## src/inc/pfsp_pkg.sv

```systemverilog
// Constants for the program flash self-programming controller.
// Assumes one core clock at 25 MHz and a byte-wide register port.
package pfsp_pkg;

  // ---------------------------------------------------------------
  // Timing
  // ---------------------------------------------------------------
  localparam int unsigned CLK_PERIOD_NS   = 40;
  localparam int unsigned LONG_OP_TIME_NS = 2_000_000;
  // Longest time, so rounded down
  localparam int unsigned LONG_OP_CYCLES  = LONG_OP_TIME_NS / CLK_PERIOD_NS;

  // ---------------------------------------------------------------
  // Register addresses
  // ---------------------------------------------------------------
  localparam logic [11:0] ADDR_CTRL    = 12'h0fa6;
  localparam logic [11:0] ADDR_UNLOCK  = 12'h0fa7;
  localparam logic [11:0] ADDR_LATCH   = 12'h0ff5;
  localparam logic [11:0] ADDR_PTR_LOW = 12'h0ff6;
  localparam logic [11:0] ADDR_PTR_HI  = 12'h0ff7;
  localparam logic [11:0] ADDR_PTR_UP  = 12'h0ff8;

  // ---------------------------------------------------------------
  // Control register fields and reset values
  // ---------------------------------------------------------------
  localparam int CTL_RD    = 0;
  localparam int CTL_WR    = 1;
  localparam int CTL_WRITE_ENABLE_BIT  = 2;
  localparam int CTL_WRITE_ABORT_FLAG = 3;
  localparam int CTL_FREE  = 4;
  localparam int CTL_SIGNATURE_SPACE_SELECT  = 5;
  localparam int CTL_CONFIG_SPACE_SELECT  = 6;
  localparam int CTL_PROGRAM_SPACE_SELECT = 7;
  localparam logic [7:0] CTL_RESET_VAL = 8'h00;
  // Bits kept across a clear or watchdog reset
  localparam logic [7:0] CTL_KEEP_MASK = 8'hc8;
  localparam logic [7:0] HOLD_RESET_VAL = 8'hff;

  // ---------------------------------------------------------------
  // Unlock keys and pointer layout
  // ---------------------------------------------------------------
  localparam logic [7:0] UNLOCK_KEY1 = 8'h55;
  localparam logic [7:0] UNLOCK_KEY2 = 8'haa;
  localparam int PTR_W     = 22;
  localparam int SPACE_BIT = 21;
  localparam int HOLD_N    = 8;
  localparam int HOLD_IDX_W = 3;
  localparam int ROW_LSB   = 12;
  localparam int BLK_LSB   = 3;

  typedef enum logic [1:0] {
    PTR_KEEP     = 2'b00,
    PTR_POST_INC = 2'b01,
    PTR_POST_DEC = 2'b10,
    PTR_PRE_INC  = 2'b11
  } pfsp_ptr_mode_e;

  typedef enum logic [3:0] {
    ST_IDLE  = 4'b0001,
    ST_READ  = 4'b0010,
    ST_ERASE = 4'b0100,
    ST_PROG  = 4'b1000
  } pfsp_state_e;

  typedef enum logic [2:0] {
    UNL_NONE  = 3'b001,
    UNL_KEY1  = 3'b010,
    UNL_ARMED = 3'b100
  } pfsp_unlock_e;

endpackage

```

## src/rtl/pfsp_core.sv

```systemverilog
// Program flash self-programming controller: table latch, byte pointer,
// holding registers and the guarded, self-timed erase / long write path.
// Assumes the core drives all inputs on core_clk and that the flash array
// returns read data combinationally while flash_rd_en is high.

module pfsp_core
  import pfsp_pkg::*;
#(
  parameter int unsigned OP_CYCLES = LONG_OP_CYCLES
) (
  input  wire logic        core_clk,
  input  wire logic        srst,
  input  wire logic        abort_reset,
  input  wire logic        sfr_wr,
  input  wire logic        sfr_rd,
  input  wire logic [11:0] sfr_addr,
  input  wire logic [7:0]  sfr_wdata,
  output logic      [7:0]  sfr_rdata,
  input  wire logic        tbl_req,
  input  wire logic        tbl_write,
  input  wire logic [1:0]  tbl_mode,
  input  wire logic        write_done_clr,
  output logic             write_done_irq_flag,
  output logic             core_stall,
  output logic             flash_rd_en,
  output logic      [20:0] flash_rd_addr,
  input  wire logic [15:0] flash_rd_data,
  output logic             flash_erase_go,
  output logic             flash_prog_go,
  output logic             flash_op_abort,
  output logic      [9:0]  flash_row_addr,
  output logic      [18:0] flash_blk_addr,
  output logic      [63:0] flash_prog_data,
  output logic             ee_read_go,
  output logic             ee_write_go
);

  localparam int TMR_W = $clog2(OP_CYCLES + 1);

  // -----------------------------------------------------------------
  // State
  // -----------------------------------------------------------------
  pfsp_state_e       state;
  pfsp_state_e       next_state;
  pfsp_unlock_e      unlock_st;
  logic [7:0]        ctrl;
  logic [7:0]        table_byte_latch;
  logic [PTR_W-1:0]  flash_byte_pointer;
  logic [7:0]        hold [HOLD_N];
  logic [63:0]       hold_flat;
  logic [TMR_W-1:0]  timer;
  logic              rd_hi_byte;

  logic              ctrl_wr;
  logic              key_wr;
  logic              tbl_ok;
  logic              wr_set;
  logic              start_erase;
  logic              op_done;
  logic              long_op;
  logic              flash_target;
  logic [PTR_W-1:0]  ptr_inc;
  logic [PTR_W-1:0]  ptr_dec;
  logic [PTR_W-1:0]  ptr_eff;
  logic [PTR_W-1:0]  next_ptr;

  assign ctrl_wr = sfr_wr && (sfr_addr == ADDR_CTRL);
  assign key_wr  = sfr_wr && (sfr_addr == ADDR_UNLOCK);
  assign long_op = (state == ST_ERASE) || (state == ST_PROG);
  assign tbl_ok  = tbl_req && ((state == ST_IDLE) || (state == ST_READ));
  assign op_done = long_op && (timer == '0);

  // Configuration and signature selects override the flash select
  assign flash_target = ctrl[CTL_PROGRAM_SPACE_SELECT] && !ctrl[CTL_CONFIG_SPACE_SELECT]
                        && !ctrl[CTL_SIGNATURE_SPACE_SELECT];

  // Old write-enable and a full key sequence are both required
  assign wr_set = ctrl_wr && sfr_wdata[CTL_WR] && ctrl[CTL_WRITE_ENABLE_BIT]
                  && (unlock_st == UNL_ARMED)
                  && (state == ST_IDLE) && !abort_reset;
  // Erase select may be written together with write-start; only a row
  // erase exists, there is no path to a whole-array erase
  assign start_erase = wr_set && sfr_wdata[CTL_FREE];

  // -----------------------------------------------------------------
  // Pointer arithmetic
  // -----------------------------------------------------------------
  // Carry never reaches the space bit
  assign ptr_inc = {flash_byte_pointer[SPACE_BIT],
                    flash_byte_pointer[SPACE_BIT-1:0] + 21'h00_0001};
  assign ptr_dec = {flash_byte_pointer[SPACE_BIT],
                    flash_byte_pointer[SPACE_BIT-1:0] - 21'h00_0001};

  always_comb begin
    ptr_eff  = flash_byte_pointer;
    next_ptr = flash_byte_pointer;
    case (pfsp_ptr_mode_e'(tbl_mode))
      PTR_KEEP:     next_ptr = flash_byte_pointer;
      PTR_POST_INC: next_ptr = ptr_inc;
      PTR_POST_DEC: next_ptr = ptr_dec;
      PTR_PRE_INC: begin
        ptr_eff  = ptr_inc;
        next_ptr = ptr_inc;
      end
      default:      next_ptr = flash_byte_pointer;
    endcase
  end

  always_ff @(posedge core_clk) begin
    if (srst || abort_reset) begin
      flash_byte_pointer <= '0;
    end else if (tbl_ok) begin
      flash_byte_pointer <= next_ptr;
    end else if (sfr_wr && sfr_addr == ADDR_PTR_UP) begin
      flash_byte_pointer[21:16] <= sfr_wdata[5:0];
    end else if (sfr_wr && sfr_addr == ADDR_PTR_HI) begin
      flash_byte_pointer[15:8] <= sfr_wdata;
    end else if (sfr_wr && sfr_addr == ADDR_PTR_LOW) begin
      flash_byte_pointer[7:0] <= sfr_wdata;
    end
  end

  // -----------------------------------------------------------------
  // Sequencer
  // -----------------------------------------------------------------
  always_comb begin
    next_state = state;
    case (state)
      ST_IDLE, ST_READ: begin
        if (wr_set) begin
          next_state = start_erase ? ST_ERASE : ST_PROG;
        end else if (tbl_ok && !tbl_write) begin
          next_state = ST_READ;
        end else begin
          next_state = ST_IDLE;
        end
      end
      ST_ERASE, ST_PROG: begin
        if (op_done) begin
          next_state = ST_IDLE;
        end
      end
      default: next_state = ST_IDLE;
    endcase
  end

  always_ff @(posedge core_clk) begin
    if (srst || abort_reset) begin
      state      <= ST_IDLE;
      core_stall <= 1'b0;
    end else begin
      state      <= next_state;
      // Fetches stop for the whole self-timed interval
      core_stall <= (next_state == ST_ERASE)
                    || (next_state == ST_PROG);
    end
  end

  // Same interval for both operations: erase and block write
  always_ff @(posedge core_clk) begin
    if (srst || abort_reset) begin
      timer <= '0;
    end else if (wr_set) begin
      timer <= TMR_W'(OP_CYCLES - 1);
    end else if (long_op && timer != '0) begin
      timer <= timer - TMR_W'(1);
    end
  end

  // -----------------------------------------------------------------
  // Unlock sequence
  // -----------------------------------------------------------------
  // Any off-sequence key write or a control write drops the arming
  always_ff @(posedge core_clk) begin
    if (srst || abort_reset) begin
      unlock_st <= UNL_NONE;
    end else if (key_wr) begin
      if (sfr_wdata == UNLOCK_KEY1) begin
        unlock_st <= UNL_KEY1;
      end else if (unlock_st == UNL_KEY1 && sfr_wdata == UNLOCK_KEY2) begin
        unlock_st <= UNL_ARMED;
      end else begin
        unlock_st <= UNL_NONE;
      end
    end else if (ctrl_wr) begin
      unlock_st <= UNL_NONE;
    end
  end

  // -----------------------------------------------------------------
  // Control register
  // -----------------------------------------------------------------
  always_ff @(posedge core_clk) begin
    if (srst) begin
      ctrl <= CTL_RESET_VAL;
    end else if (abort_reset) begin
      ctrl <= ctrl & CTL_KEEP_MASK;
      if (long_op) begin
        ctrl[CTL_WRITE_ABORT_FLAG] <= 1'b1;
      end
    end else begin
      if (ctrl_wr) begin
        ctrl[7:2] <= sfr_wdata[7:2];
      end
      // Start bits: software can only raise them
      if (wr_set) begin
        ctrl[CTL_WR] <= 1'b1;
      end else if (op_done) begin
        ctrl[CTL_WR] <= 1'b0;
      end
      if (ctrl_wr && sfr_wdata[CTL_RD] && !ctrl[CTL_RD]
          && !ctrl[CTL_PROGRAM_SPACE_SELECT] && !sfr_wdata[CTL_PROGRAM_SPACE_SELECT]) begin
        ctrl[CTL_RD] <= 1'b1;
      end else begin
        ctrl[CTL_RD] <= 1'b0;
      end
      if (op_done) begin
        ctrl[CTL_WRITE_ABORT_FLAG] <= 1'b0;
        if (state == ST_ERASE) begin
          ctrl[CTL_FREE] <= 1'b0;
        end
      end
    end
  end

  // Completion wins over a clear in the same cycle
  always_ff @(posedge core_clk) begin
    if (srst || abort_reset) begin
      write_done_irq_flag <= 1'b0;
    end else if (op_done) begin
      write_done_irq_flag <= 1'b1;
    end else if (write_done_clr) begin
      write_done_irq_flag <= 1'b0;
    end
  end

  // -----------------------------------------------------------------
  // Table latch and read path
  // -----------------------------------------------------------------
  always_ff @(posedge core_clk) begin
    if (srst || abort_reset) begin
      flash_rd_en   <= 1'b0;
      flash_rd_addr <= '0;
      rd_hi_byte    <= 1'b0;
    end else begin
      flash_rd_en <= tbl_ok && !tbl_write && !wr_set;
      if (tbl_ok && !tbl_write) begin
        flash_rd_addr <= ptr_eff[PTR_W-1:1];
        rd_hi_byte    <= ptr_eff[0];
      end
    end
  end

  // A read in flight wins over a software write of the latch
  always_ff @(posedge core_clk) begin
    if (srst || abort_reset) begin
      table_byte_latch <= '0;
    end else if (state == ST_READ) begin
      table_byte_latch <= rd_hi_byte ? flash_rd_data[15:8]
                                     : flash_rd_data[7:0];
    end else if (sfr_wr && sfr_addr == ADDR_LATCH) begin
      table_byte_latch <= sfr_wdata;
    end
  end

  // -----------------------------------------------------------------
  // Holding registers
  // -----------------------------------------------------------------
  for (genvar i = 0; i < HOLD_N; i++) begin : g_hold
    always_ff @(posedge core_clk) begin
      if (srst) begin
        hold[i] <= HOLD_RESET_VAL;
      end else if (tbl_ok && tbl_write
                   && ptr_eff[HOLD_IDX_W-1:0] == HOLD_IDX_W'(i)) begin
        hold[i] <= table_byte_latch;
      end
    end
    assign hold_flat[8*i +: 8] = hold[i];
  end

  // -----------------------------------------------------------------
  // Array strobes
  // -----------------------------------------------------------------
  always_ff @(posedge core_clk) begin
    if (srst) begin
      flash_erase_go  <= 1'b0;
      flash_prog_go   <= 1'b0;
      ee_write_go     <= 1'b0;
      ee_read_go      <= 1'b0;
      flash_op_abort  <= 1'b0;
      flash_row_addr  <= '0;
      flash_blk_addr  <= '0;
      flash_prog_data <= '0;
    end else begin
      flash_erase_go <= start_erase && flash_target;
      // Whole block at once; there is no byte or word program
      flash_prog_go  <= wr_set && !start_erase && flash_target;
      ee_write_go    <= wr_set && !ctrl[CTL_PROGRAM_SPACE_SELECT] && !ctrl[CTL_CONFIG_SPACE_SELECT]
                        && !ctrl[CTL_SIGNATURE_SPACE_SELECT];
      ee_read_go     <= ctrl_wr && sfr_wdata[CTL_RD] && !ctrl[CTL_RD]
                        && !ctrl[CTL_PROGRAM_SPACE_SELECT] && !sfr_wdata[CTL_PROGRAM_SPACE_SELECT];
      flash_op_abort <= abort_reset && long_op;
      if (wr_set) begin
        flash_row_addr  <= flash_byte_pointer[PTR_W-1:ROW_LSB];
        flash_blk_addr  <= flash_byte_pointer[PTR_W-1:BLK_LSB];
        flash_prog_data <= hold_flat;
      end
    end
  end

  // -----------------------------------------------------------------
  // Register read port
  // -----------------------------------------------------------------
  always_ff @(posedge core_clk) begin
    if (srst || !sfr_rd) begin
      sfr_rdata <= '0;
    end else begin
      case (sfr_addr)
        ADDR_CTRL:    sfr_rdata <= ctrl;
        ADDR_UNLOCK:  sfr_rdata <= '0;
        ADDR_LATCH:   sfr_rdata <= table_byte_latch;
        ADDR_PTR_UP:  sfr_rdata <= {2'b00, flash_byte_pointer[21:16]};
        ADDR_PTR_HI:  sfr_rdata <= flash_byte_pointer[15:8];
        ADDR_PTR_LOW: sfr_rdata <= flash_byte_pointer[7:0];
        default:      sfr_rdata <= '0;
      endcase
    end
  end

  // -----------------------------------------------------------------
  // Checks
  // -----------------------------------------------------------------
  logic [TMR_W:0] stall_len;
  always_ff @(posedge core_clk) begin
    if (srst || !core_stall) begin
      stall_len <= '0;
    end else begin
      stall_len <= stall_len + (TMR_W+1)'(1);
    end
  end

  a_stall_busy: assert property (@(posedge core_clk) disable iff (srst)
    core_stall == long_op) else $error("stall does not match operation");

  a_stall_length: assert property (@(posedge core_clk) disable iff (srst)
    $fell(core_stall) && !$past(abort_reset)
      |-> stall_len == (TMR_W+1)'(OP_CYCLES))
    else $error("stall length differs from programming time");

  a_start_guarded: assert property (@(posedge core_clk) disable iff (srst)
    $rose(ctrl[CTL_WR]) |-> $past(ctrl[CTL_WRITE_ENABLE_BIT])
      && $past(unlock_st) == UNL_ARMED)
    else $error("write-start set without enable and keys");

  a_rd_one_cycle: assert property (@(posedge core_clk) disable iff (srst)
    $rose(ctrl[CTL_RD]) |-> !$past(ctrl[CTL_PROGRAM_SPACE_SELECT]) ##1 !ctrl[CTL_RD])
    else $error("read-start misbehaved");

  a_done_flag: assert property (@(posedge core_clk) disable iff (srst)
    op_done && !abort_reset |=> write_done_irq_flag && !ctrl[CTL_WR]
      && !core_stall)
    else $error("completion did not raise done flag");

  a_erase_clears: assert property (@(posedge core_clk) disable iff (srst)
    op_done && state == ST_ERASE && !abort_reset |=> !ctrl[CTL_FREE])
    else $error("erase select not cleared after erase");

  a_unlock_zero: assert property (@(posedge core_clk) disable iff (srst)
    sfr_rd && sfr_addr == ADDR_UNLOCK |=> sfr_rdata == 8'h00)
    else $error("unlock port read non-zero");

  a_abort_error: assert property (@(posedge core_clk) disable iff (srst)
    abort_reset && long_op |=> ctrl[CTL_WRITE_ABORT_FLAG] && !core_stall)
    else $error("interrupted write not flagged");

  a_space_kept: assert property (@(posedge core_clk) disable iff (srst)
    tbl_ok && !abort_reset |=> flash_byte_pointer[SPACE_BIT]
      == $past(flash_byte_pointer[SPACE_BIT]))
    else $error("space bit changed by table op");

  a_hold_write: assert property (@(posedge core_clk) disable iff (srst)
    tbl_ok && tbl_write |=> hold[$past(ptr_eff[2:0])]
      == $past(table_byte_latch))
    else $error("holding register not written");

endmodule

```

## config.mk

```make
export PLATFORM = sky130hd
export DESIGN_NAME = pfsp_core
export DESIGN_NICKNAME = d
export VERILOG_FILES = /design/src/inc/pfsp_pkg.sv /design/src/rtl/pfsp_core.sv
export SDC_FILE = /design/constraint.sdc
export NUM_CORES = 1
export LEC_CHECK = 0
export CAP_MARGIN = 25
export CORE_MARGIN = 1
export CORE_UTILIZATION = 55
export CTS_BUF_LIST = sky130_fd_sc_hd__clkbuf_4 sky130_fd_sc_hd__clkbuf_8 sky130_fd_sc_hd__clkbuf_16
export DETAILED_ROUTE_END_ITERATION = 6
export DONT_BUFFER_PORTS = 1
export PLACE_DENSITY = 0.72
export RECOVER_POWER = 100
export SLEW_MARGIN = 15
export SYNTH_ARGS = -nofsm -noshare
export SYNTH_HDL_FRONTEND = slang
export SYNTH_SLANG_ARGS = --single-unit
```

## constraint.sdc

```tcl
create_clock -name core_clk -period 2.5 [get_ports core_clk]
set_input_delay 0.625 -clock core_clk [delete_from_list [all_inputs] [get_ports core_clk]]
set_output_delay 0.625 -clock core_clk [all_outputs]
set_load 0.01 [all_outputs]
```

==> results.yml, run 1 <==
yosys:
  ys_warn_count: 0
  synth_compound_area_share_pct: 15.8
  synth_top_family_by_area: "simple AND/OR/NAND/NOR gates"
  syn-num-nets: 1290
  synth_ff_type: "dfxtp_1"
  ys_types: 74
  synth_area_um2: 11000
  synth_edf_count: 64
  ys_seq_area_share_pct: 50.6
  ys_ff_latch: 246
  syn_inst: 1241
  synthMuxAreaShare_pct: 1.37
  synthSimpleGateAreaFrac_pct: 24.1
  syn_area_per_cell_um2: 8.85
  synthArstFlopShare_pct: 0
  synth_adder_area_share_pct: 0.342
  yosys.area_share.xor_xnor_pct: 3.27
placement:
  post-dp-hpwl_mm: 20.6
  port-buffer-count: 0
  dpl_cell_area_um2: 11400
  place.gp.congestion: 0.950
  placed_cells: 1462
  dp_slack_ns: 0.0707
setup_path:
  worstReg2RegStart: "timer[7]$_SDFFE_PP0P_"
  crit_slowest_cell: "or4_4"
  cp_data_required_time_ns: 2.95
  path_cells: "or4_4 -> or4_1 -> or3_4 -> and3_1 -> a311oi_2"
  cp.arrival_ns: 2.89
  path_class: "flop to flop"
  worstSetupEndpointType: "flop"
  start_kind: "flop"
  worstSetupStartpoint: "timer[7]$_SDFFE_PP0P_"
  path_max_fanout: 6
  critPathMaxStageDelay_ns: 0.58
clock_tree:
  ctsResizeCount: 0
  cts_tree: "built"
  cts-root-buf: "clkbuf_16"
  numCtsBuffers: 26
  clock_sinks: 246
  ctsHoldBuffers: 0
  post_cts_buffers: 0
  cts.htree.levels: 1
  clock_latency_ns: 0.55
  clockBufferDepth: 3
  path_clk_slew_ns: 0.06
sta:
  finalHoldViolations: 0
  fin_crit_sh_pct: 97.5
  final_max_slew_viol_count: 0
  slew_headroom_pct: 18.1
  rsz0062_at_grt: "false"
  min_period_ns: 2.44
  fin_worst_skew_ns: 0.0187
  postLayoutSetupSlackWorst_ns: 0.0631
  final-setup-viol-count: 0
  worst_pin_slew_ns: 1.22
  setup_tns_ns: 0
  fmax_mhz: 410
detailed_routing:
  wl_mm: 29.9
  viasPerCell: 5.97
  drt_iter0_drc: 944
  via_count: 9022
  routedWlPerCell_um: 19.8
  drtAntennaViolNets: 0
  firstDrtPassIters: 6
  drc: 0
cells_and_area:
  drive_gt1_share_pct: 9.64
  final_area_um2: 12200
  num_antenna_cells: 0
  nets: 1274
  final_cells: 1510
  syn2layout_area_growth_pct: 11.1
  num-fill-cells: 1667
die:
  die_height_um: 143
  start_util_pct: 56.3
  die-area_um2: 20500
  core_area_um2: 19500
  rows: 51
  die_w_um: 143
  io_pins: 176
worst_hold_path:
  hold_start: "abort_reset"
  hold_class: "input port to flop"
grt:
  grt_pass1_vias: 8399
  antenna_found_initial: 0
  grt_max_degree: 111
  globalRouteTotalUtil_pct: 29.1
  overflow: 0
  grt_pass1_wl_mm: 46.0
flow_run:
  maxCapViolations: 0
status:
  status: "completed"
power:
  p_leak_nw: 3.81
  peakVddDrop_uv: 471
  p_per_area_nw_per_um2: 697
[metrics by stage]
stage | utilization [%] | total power, W | hold WS, ns
6_report | 62.5 | 0.00851 | 0.149
5_1_grt | 62.5 | 0.00877 | 0.144
4_1_cts | 62.9 | 0.00855 | 0.141
3_5_place_dp | 58.5 | 0.00473 | 0.472
3_3_place_gp | 58.5 | 0.00472 | 0.468
2_1_floorplan | - | 0.00460 | 0.430
[cells in the final DEF, fill, tap and decap left out, drive strengths merged, types with 5 or more instances in the layout]
cell type	instances
inv	8
o21bai	6
nor4	10
clkbuf	65
o21ai	25
o31ai	13
nand2	237
a222oi	8
a21boi	5
a22oi	12
and3	7
nor4b	6
and4	7
a31oi	5
or3	8
nor2	80
edfxtp	64
xnor2	20
a21oi	130
and2	10
a211oi	14
a21o	5
nand2b	69
nand3	28
nand4	17
a311oi	6
or4	5
o211ai	11
xor2	21
buf	42
mux2i	15
dfxtp	182
nor3	38
[kinds of logic after synthesis]
group,after synthesis
AO/OA/AOI/OAI,273
XOR/XNOR,41
adder cells (fa/ha/maj),3
buffers and inverters,116
flip-flops,246
multiplexers,15
AND/OR/NAND/NOR,547
[final timing paths]
| check | to | slack, ns | depth (start not counted) |
|---|---|---|---|
| setup / recovery | timer[1]$_SDFFE_PP0P_ | 0.06 | 5 |
| hold / removal | ctrl[0]$_SDFF_PP0_ | 0.15 | 1 |
| setup reg to reg | timer[1]$_SDFFE_PP0P_ | 0.06 | 5 |
| hold reg to reg | ctrl[4]$_SDFF_PP0_ | 0.48 | 2 |
[cells in the mapped netlist (14+ instances only)]
library cell  number  area [um^2]
nand2_1          237          890
nor3_1            38          190
edfxtp_1          64         1920
nand4_1           17          106
xnor2_1           20          175
xor2_1            21          184
a21oi_1          130          651
mux2i_1           15          150
o21ai_0           23          115
clkbuf_1          78          293
nor2_1            80          300
dfxtp_1          182         3640
nand2b_1          69          432
nand3_1           28          140
a211oi_1          14          105
[flip-flops by register name (all words and copies together) (netlist names), 3 cells and up]
signal,count
ctrl,8
flash_blk_addr,9
flash_byte_pointer,22
flash_prog_data,64
flash_rd_addr,21
flash_row_addr,10
hold,64
sfr_rdata,8
state,4
table_byte_latch,8
timer,16
unlock_st,3
[power by group]
group | switching (W) | total, W | internal, W
Combinational | 0.000300 | 0.000489 | 0.000189
Sequential | 0.0000427 | 0.00416 | 0.00412
Clock | 0.00155 | 0.00386 | 0.00231
Total | 0.00189 | 0.00851 | 0.00662
[layout make-up]
type / instances / area [um^2] / area share, %
Timing Repair Buffer: 64 / 462 / 3.78
Tap cell: 265 / 332 / 2.72
Clock inverter: 5 / 63.8 / 0.523
Multi-Input combinational cell: 879 / 4940 / 40.5
Sequential cell: 246 / 5570 / 45.6
Inverter: 8 / 30.0 / 0.246
Clock buffer: 43 / 810 / 6.63
[metal layers]
| metal | share of wire, % | vias up | global-route usage [%] |
|---|---|---|---|
| li1 | - | 4316 | - |
| met1 | 42 | 4247 | 39.3 |
| met2 | 45 | 382 | 46.3 |
| met3 | 9.2 | 77 | 6.16 |
| met4 | 3.2 | 0 | 9.63 |
| met5 | 0 | - | 0 |
[worst max-delay path, delay by kind of cell (launching register included)]
| kind | cells | cell delay (ns) |
|---|---|---|
| and+or+nand+nor | 4 | 1.76 |
| AOI/OAI and AO/OA | 1 | 0.24 |
| DFF | 1 | 0.35 |
Power figures use the tool's default switching activity.
==> inputs of run 2 (changes only) <==
--- a/config.mk
+++ b/config.mk
@@ -6,12 +6,13 @@
 export NUM_CORES = 1
 export LEC_CHECK = 0
 export CAP_MARGIN = 25
+export CORE_ASPECT_RATIO = 1.25
 export CORE_MARGIN = 1
 export CORE_UTILIZATION = 55
 export CTS_BUF_LIST = sky130_fd_sc_hd__clkbuf_4 sky130_fd_sc_hd__clkbuf_8 sky130_fd_sc_hd__clkbuf_16
 export DETAILED_ROUTE_END_ITERATION = 6
 export DONT_BUFFER_PORTS = 1
-export PLACE_DENSITY = 0.72
+export PLACE_DENSITY = 0.69
 export RECOVER_POWER = 100
 export SLEW_MARGIN = 15
 export SYNTH_ARGS = -nofsm -noshare
==> constraint.sdc (replaced) <==
create_clock -name core_clk -period 2.85 [get_ports core_clk]
set_input_delay 0.7125 -clock core_clk [delete_from_list [all_inputs] [get_ports core_clk]]
set_output_delay 0.7125 -clock core_clk [all_outputs]
set_load 0.01 [all_outputs]
==> run 2 against run 1 <==
Clock-buffer cell count fell by 4. Fmax down 11%. Sequential power is 12% lower. First-iteration DRC count decreased by 12%. Sequential share of layout area increased by 0.79 points. Die area hardly changed. Power decreased by 14%. Worst hold slack improved by 0.13 ns. Clock skew increased by 0.0049 ns. Setup slack improved by 0.060 ns. Design area is 1.7% lower. Critical path depth rose by 2. Critical endpoint is now hold[0][28]$_SDFFCE_PN1P_. Largest cell class unchanged. Largest power group unchanged.
==> results.yml, run 2 (synthesis gave the netlist of run 1 again) <==
status:
  status: "completed"
clock_tree:
  clock_latency_ns: 0.52
  numCtsBuffers: 24
  post_cts_buffers: 0
  cts_tree: "built"
  ctsHoldBuffers: 0
  clockBufferDepth: 3
  clock_sinks: 246
  cts.htree.levels: 1
  cts-root-buf: "clkbuf_16"
  path_clk_slew_ns: 0.07
cells_and_area:
  layout_common_cells: "nand2_1, dfxtp_1, a21oi_1, nor2_1, nand2b_1"
  final_cells: 1487
  syn2layout_area_growth_pct: 9.18
  num_antenna_cells: 0
  largestRegisters: "flash_prog_data: 64 flops, hold: 64 flops, flash_byte_pointer: 22 flops"
  final_common_cell: "nand2_1"
  nets: 1253
  final_core_util_pct: 61.4
  drive_gt1_share_pct: 7.77
setup_path:
  path_cells: "inv_1 -> ha_1 -> nand2_1 -> a21boi_1 -> buf_4 -> o21bai_1 -> buf_4"
  path_class: "flop to flop"
  worstSetupEndpointType: "flop"
  start_kind: "flop"
  cp_data_required_time_ns: 3.12
  cp.arrival_ns: 2.99
  cpMostUsedCell: "buf_4"
  critPathMaxStageDelay_ns: 0.90
  crit_slowest_cell: "a21boi_1"
  path_max_fanout: 8
power:
  report.power.total_w: 0.00731
  peakVddDrop_uv: 365
  p_leak_nw: 3.68
  p_per_area_nw_per_um2: 609
placement:
  port-buffer-count: 0
  placed_cells: 1443
  post-dp-hpwl_mm: 20.4
  dp_slack_ns: 0.268
  place.gp.congestion: 0.922
detailed_routing:
  viasPerCell: 6.01
  via_count: 8941
  firstDrtPassIters: 7
  drt_iter0_drc: 827
  wl_mm: 29.9
  routedWlPerCell_um: 20.1
  drtAntennaViolNets: 0
  drc: 0
sta:
  postLayoutSetupSlackWorst_ns: 0.123
  min_period_ns: 2.73
  fin_crit_sh_pct: 95.7
  finalHoldViolations: 0
  setup_tns_ns: 0
  final-setup-viol-count: 0
  fmax_mhz: 367
  final_max_slew_viol_count: 0
  rsz0062_at_grt: "false"
  fin_worst_skew_ns: 0.0236
  slew_headroom_pct: 24.5
  worst_pin_slew_ns: 1.13
die:
  rows: 57
  io_pins: 176
  die-area_um2: 20600
  die_height_um: 160
  core_area_um2: 19500
  die_w_um: 128
  start_util_pct: 56.2
grt:
  grt_util_met1_pct: 36.8
  globalRouteTotalUtil_pct: 28.9
  use_met3_pct: 5.36
  top_usage_layer: "met2"
  antenna_found_initial: 0
  grt_pass1_wl_mm: 46.2
  grt_max_degree: 111
  grt_pass1_vias: 8445
  overflow: 0
  met2_usage_pct: 48.1
flow_run:
  maxCapViolations: 0
worst_hold_path:
  hold_class: "input port to flop"
==> run 2: cell count changes in the layout (fill, tap and decap cells not counted), moves of 2 or more <==
cell,previous run,this run
and2_0,5,7
clkbuf_2,8,3
buf_4,38,23
nor3_2,0,2
and2_1,5,3
clkbuf_8,5,2
nor3_1,38,36
==> run 2: power breakdown <==
group          switching [W]  leakage (nW)  internal (W)
sequential         0.0000441          1.92       0.00361
combinational       0.000250          1.34      0.000151
clock                0.00129         0.418       0.00197
==> run 2: through the flow <==
step / area (um^2) / hold WS [ns]
floorplan: 11000 / 0.430
global placement: 11200 / 0.465
detailed placement: 11200 / 0.476
CTS: 12100 / 0.266
global route: 12000 / 0.275
finish: 12000 / 0.278
==> run 2: worst max-delay path, delay by kind of cell, from the launching register on <==
kind | cells | cell delay [ns]
adders and majority gates | 1 | 0.35
and+or+nand+nor | 1 | 0.08
buffers and inverters | 3 | 0.58
AOI/OAI and AO/OA | 2 | 0.97
DFF | 1 | 0.48
==> run 2: what timing repair did <==
item | 4_1_cts | 5_1_grt
endpoints found under the setup margin | 0 | 5
endpoints found under the hold margin | 0 | 0
gates resized for setup | 0 | 2
==> run 2: cell type report <==
cell class                      count  area, um^2
Clock inverter                      5        75.1
Tap cell                          265         332
Timing Repair Buffer               45         315
Multi-Input combinational cell    879        4940
Clock buffer                       39         743
Fill cell                        1814        7540
Inverter                            8        30.0
Sequential cell                   246        5570
==> run 2: final timing paths <==
kind                                       from                               end  slack (ns)  cells past startpoint
max          flash_byte_pointer[0]$_SDFFE_PP0P_         hold[0][28]$_SDFFCE_PN1P_        0.12                      7
min reg2reg    flash_prog_data[10]$_SDFFE_PP0P_  flash_prog_data[10]$_SDFFE_PP0P_        0.49                      2
min                                 abort_reset                ctrl[0]$_SDFF_PP0_        0.28                      1
max reg2reg  flash_byte_pointer[0]$_SDFFE_PP0P_         hold[0][28]$_SDFFCE_PN1P_        0.12                      7
==> run 2: routing by layer <==
layer  vias up  part of all wire (%)
met5         -                     0
met4         0                   4.3
met3        82                   8.0
met2       391                    48
met1      4201                    40
li1       4267                     -
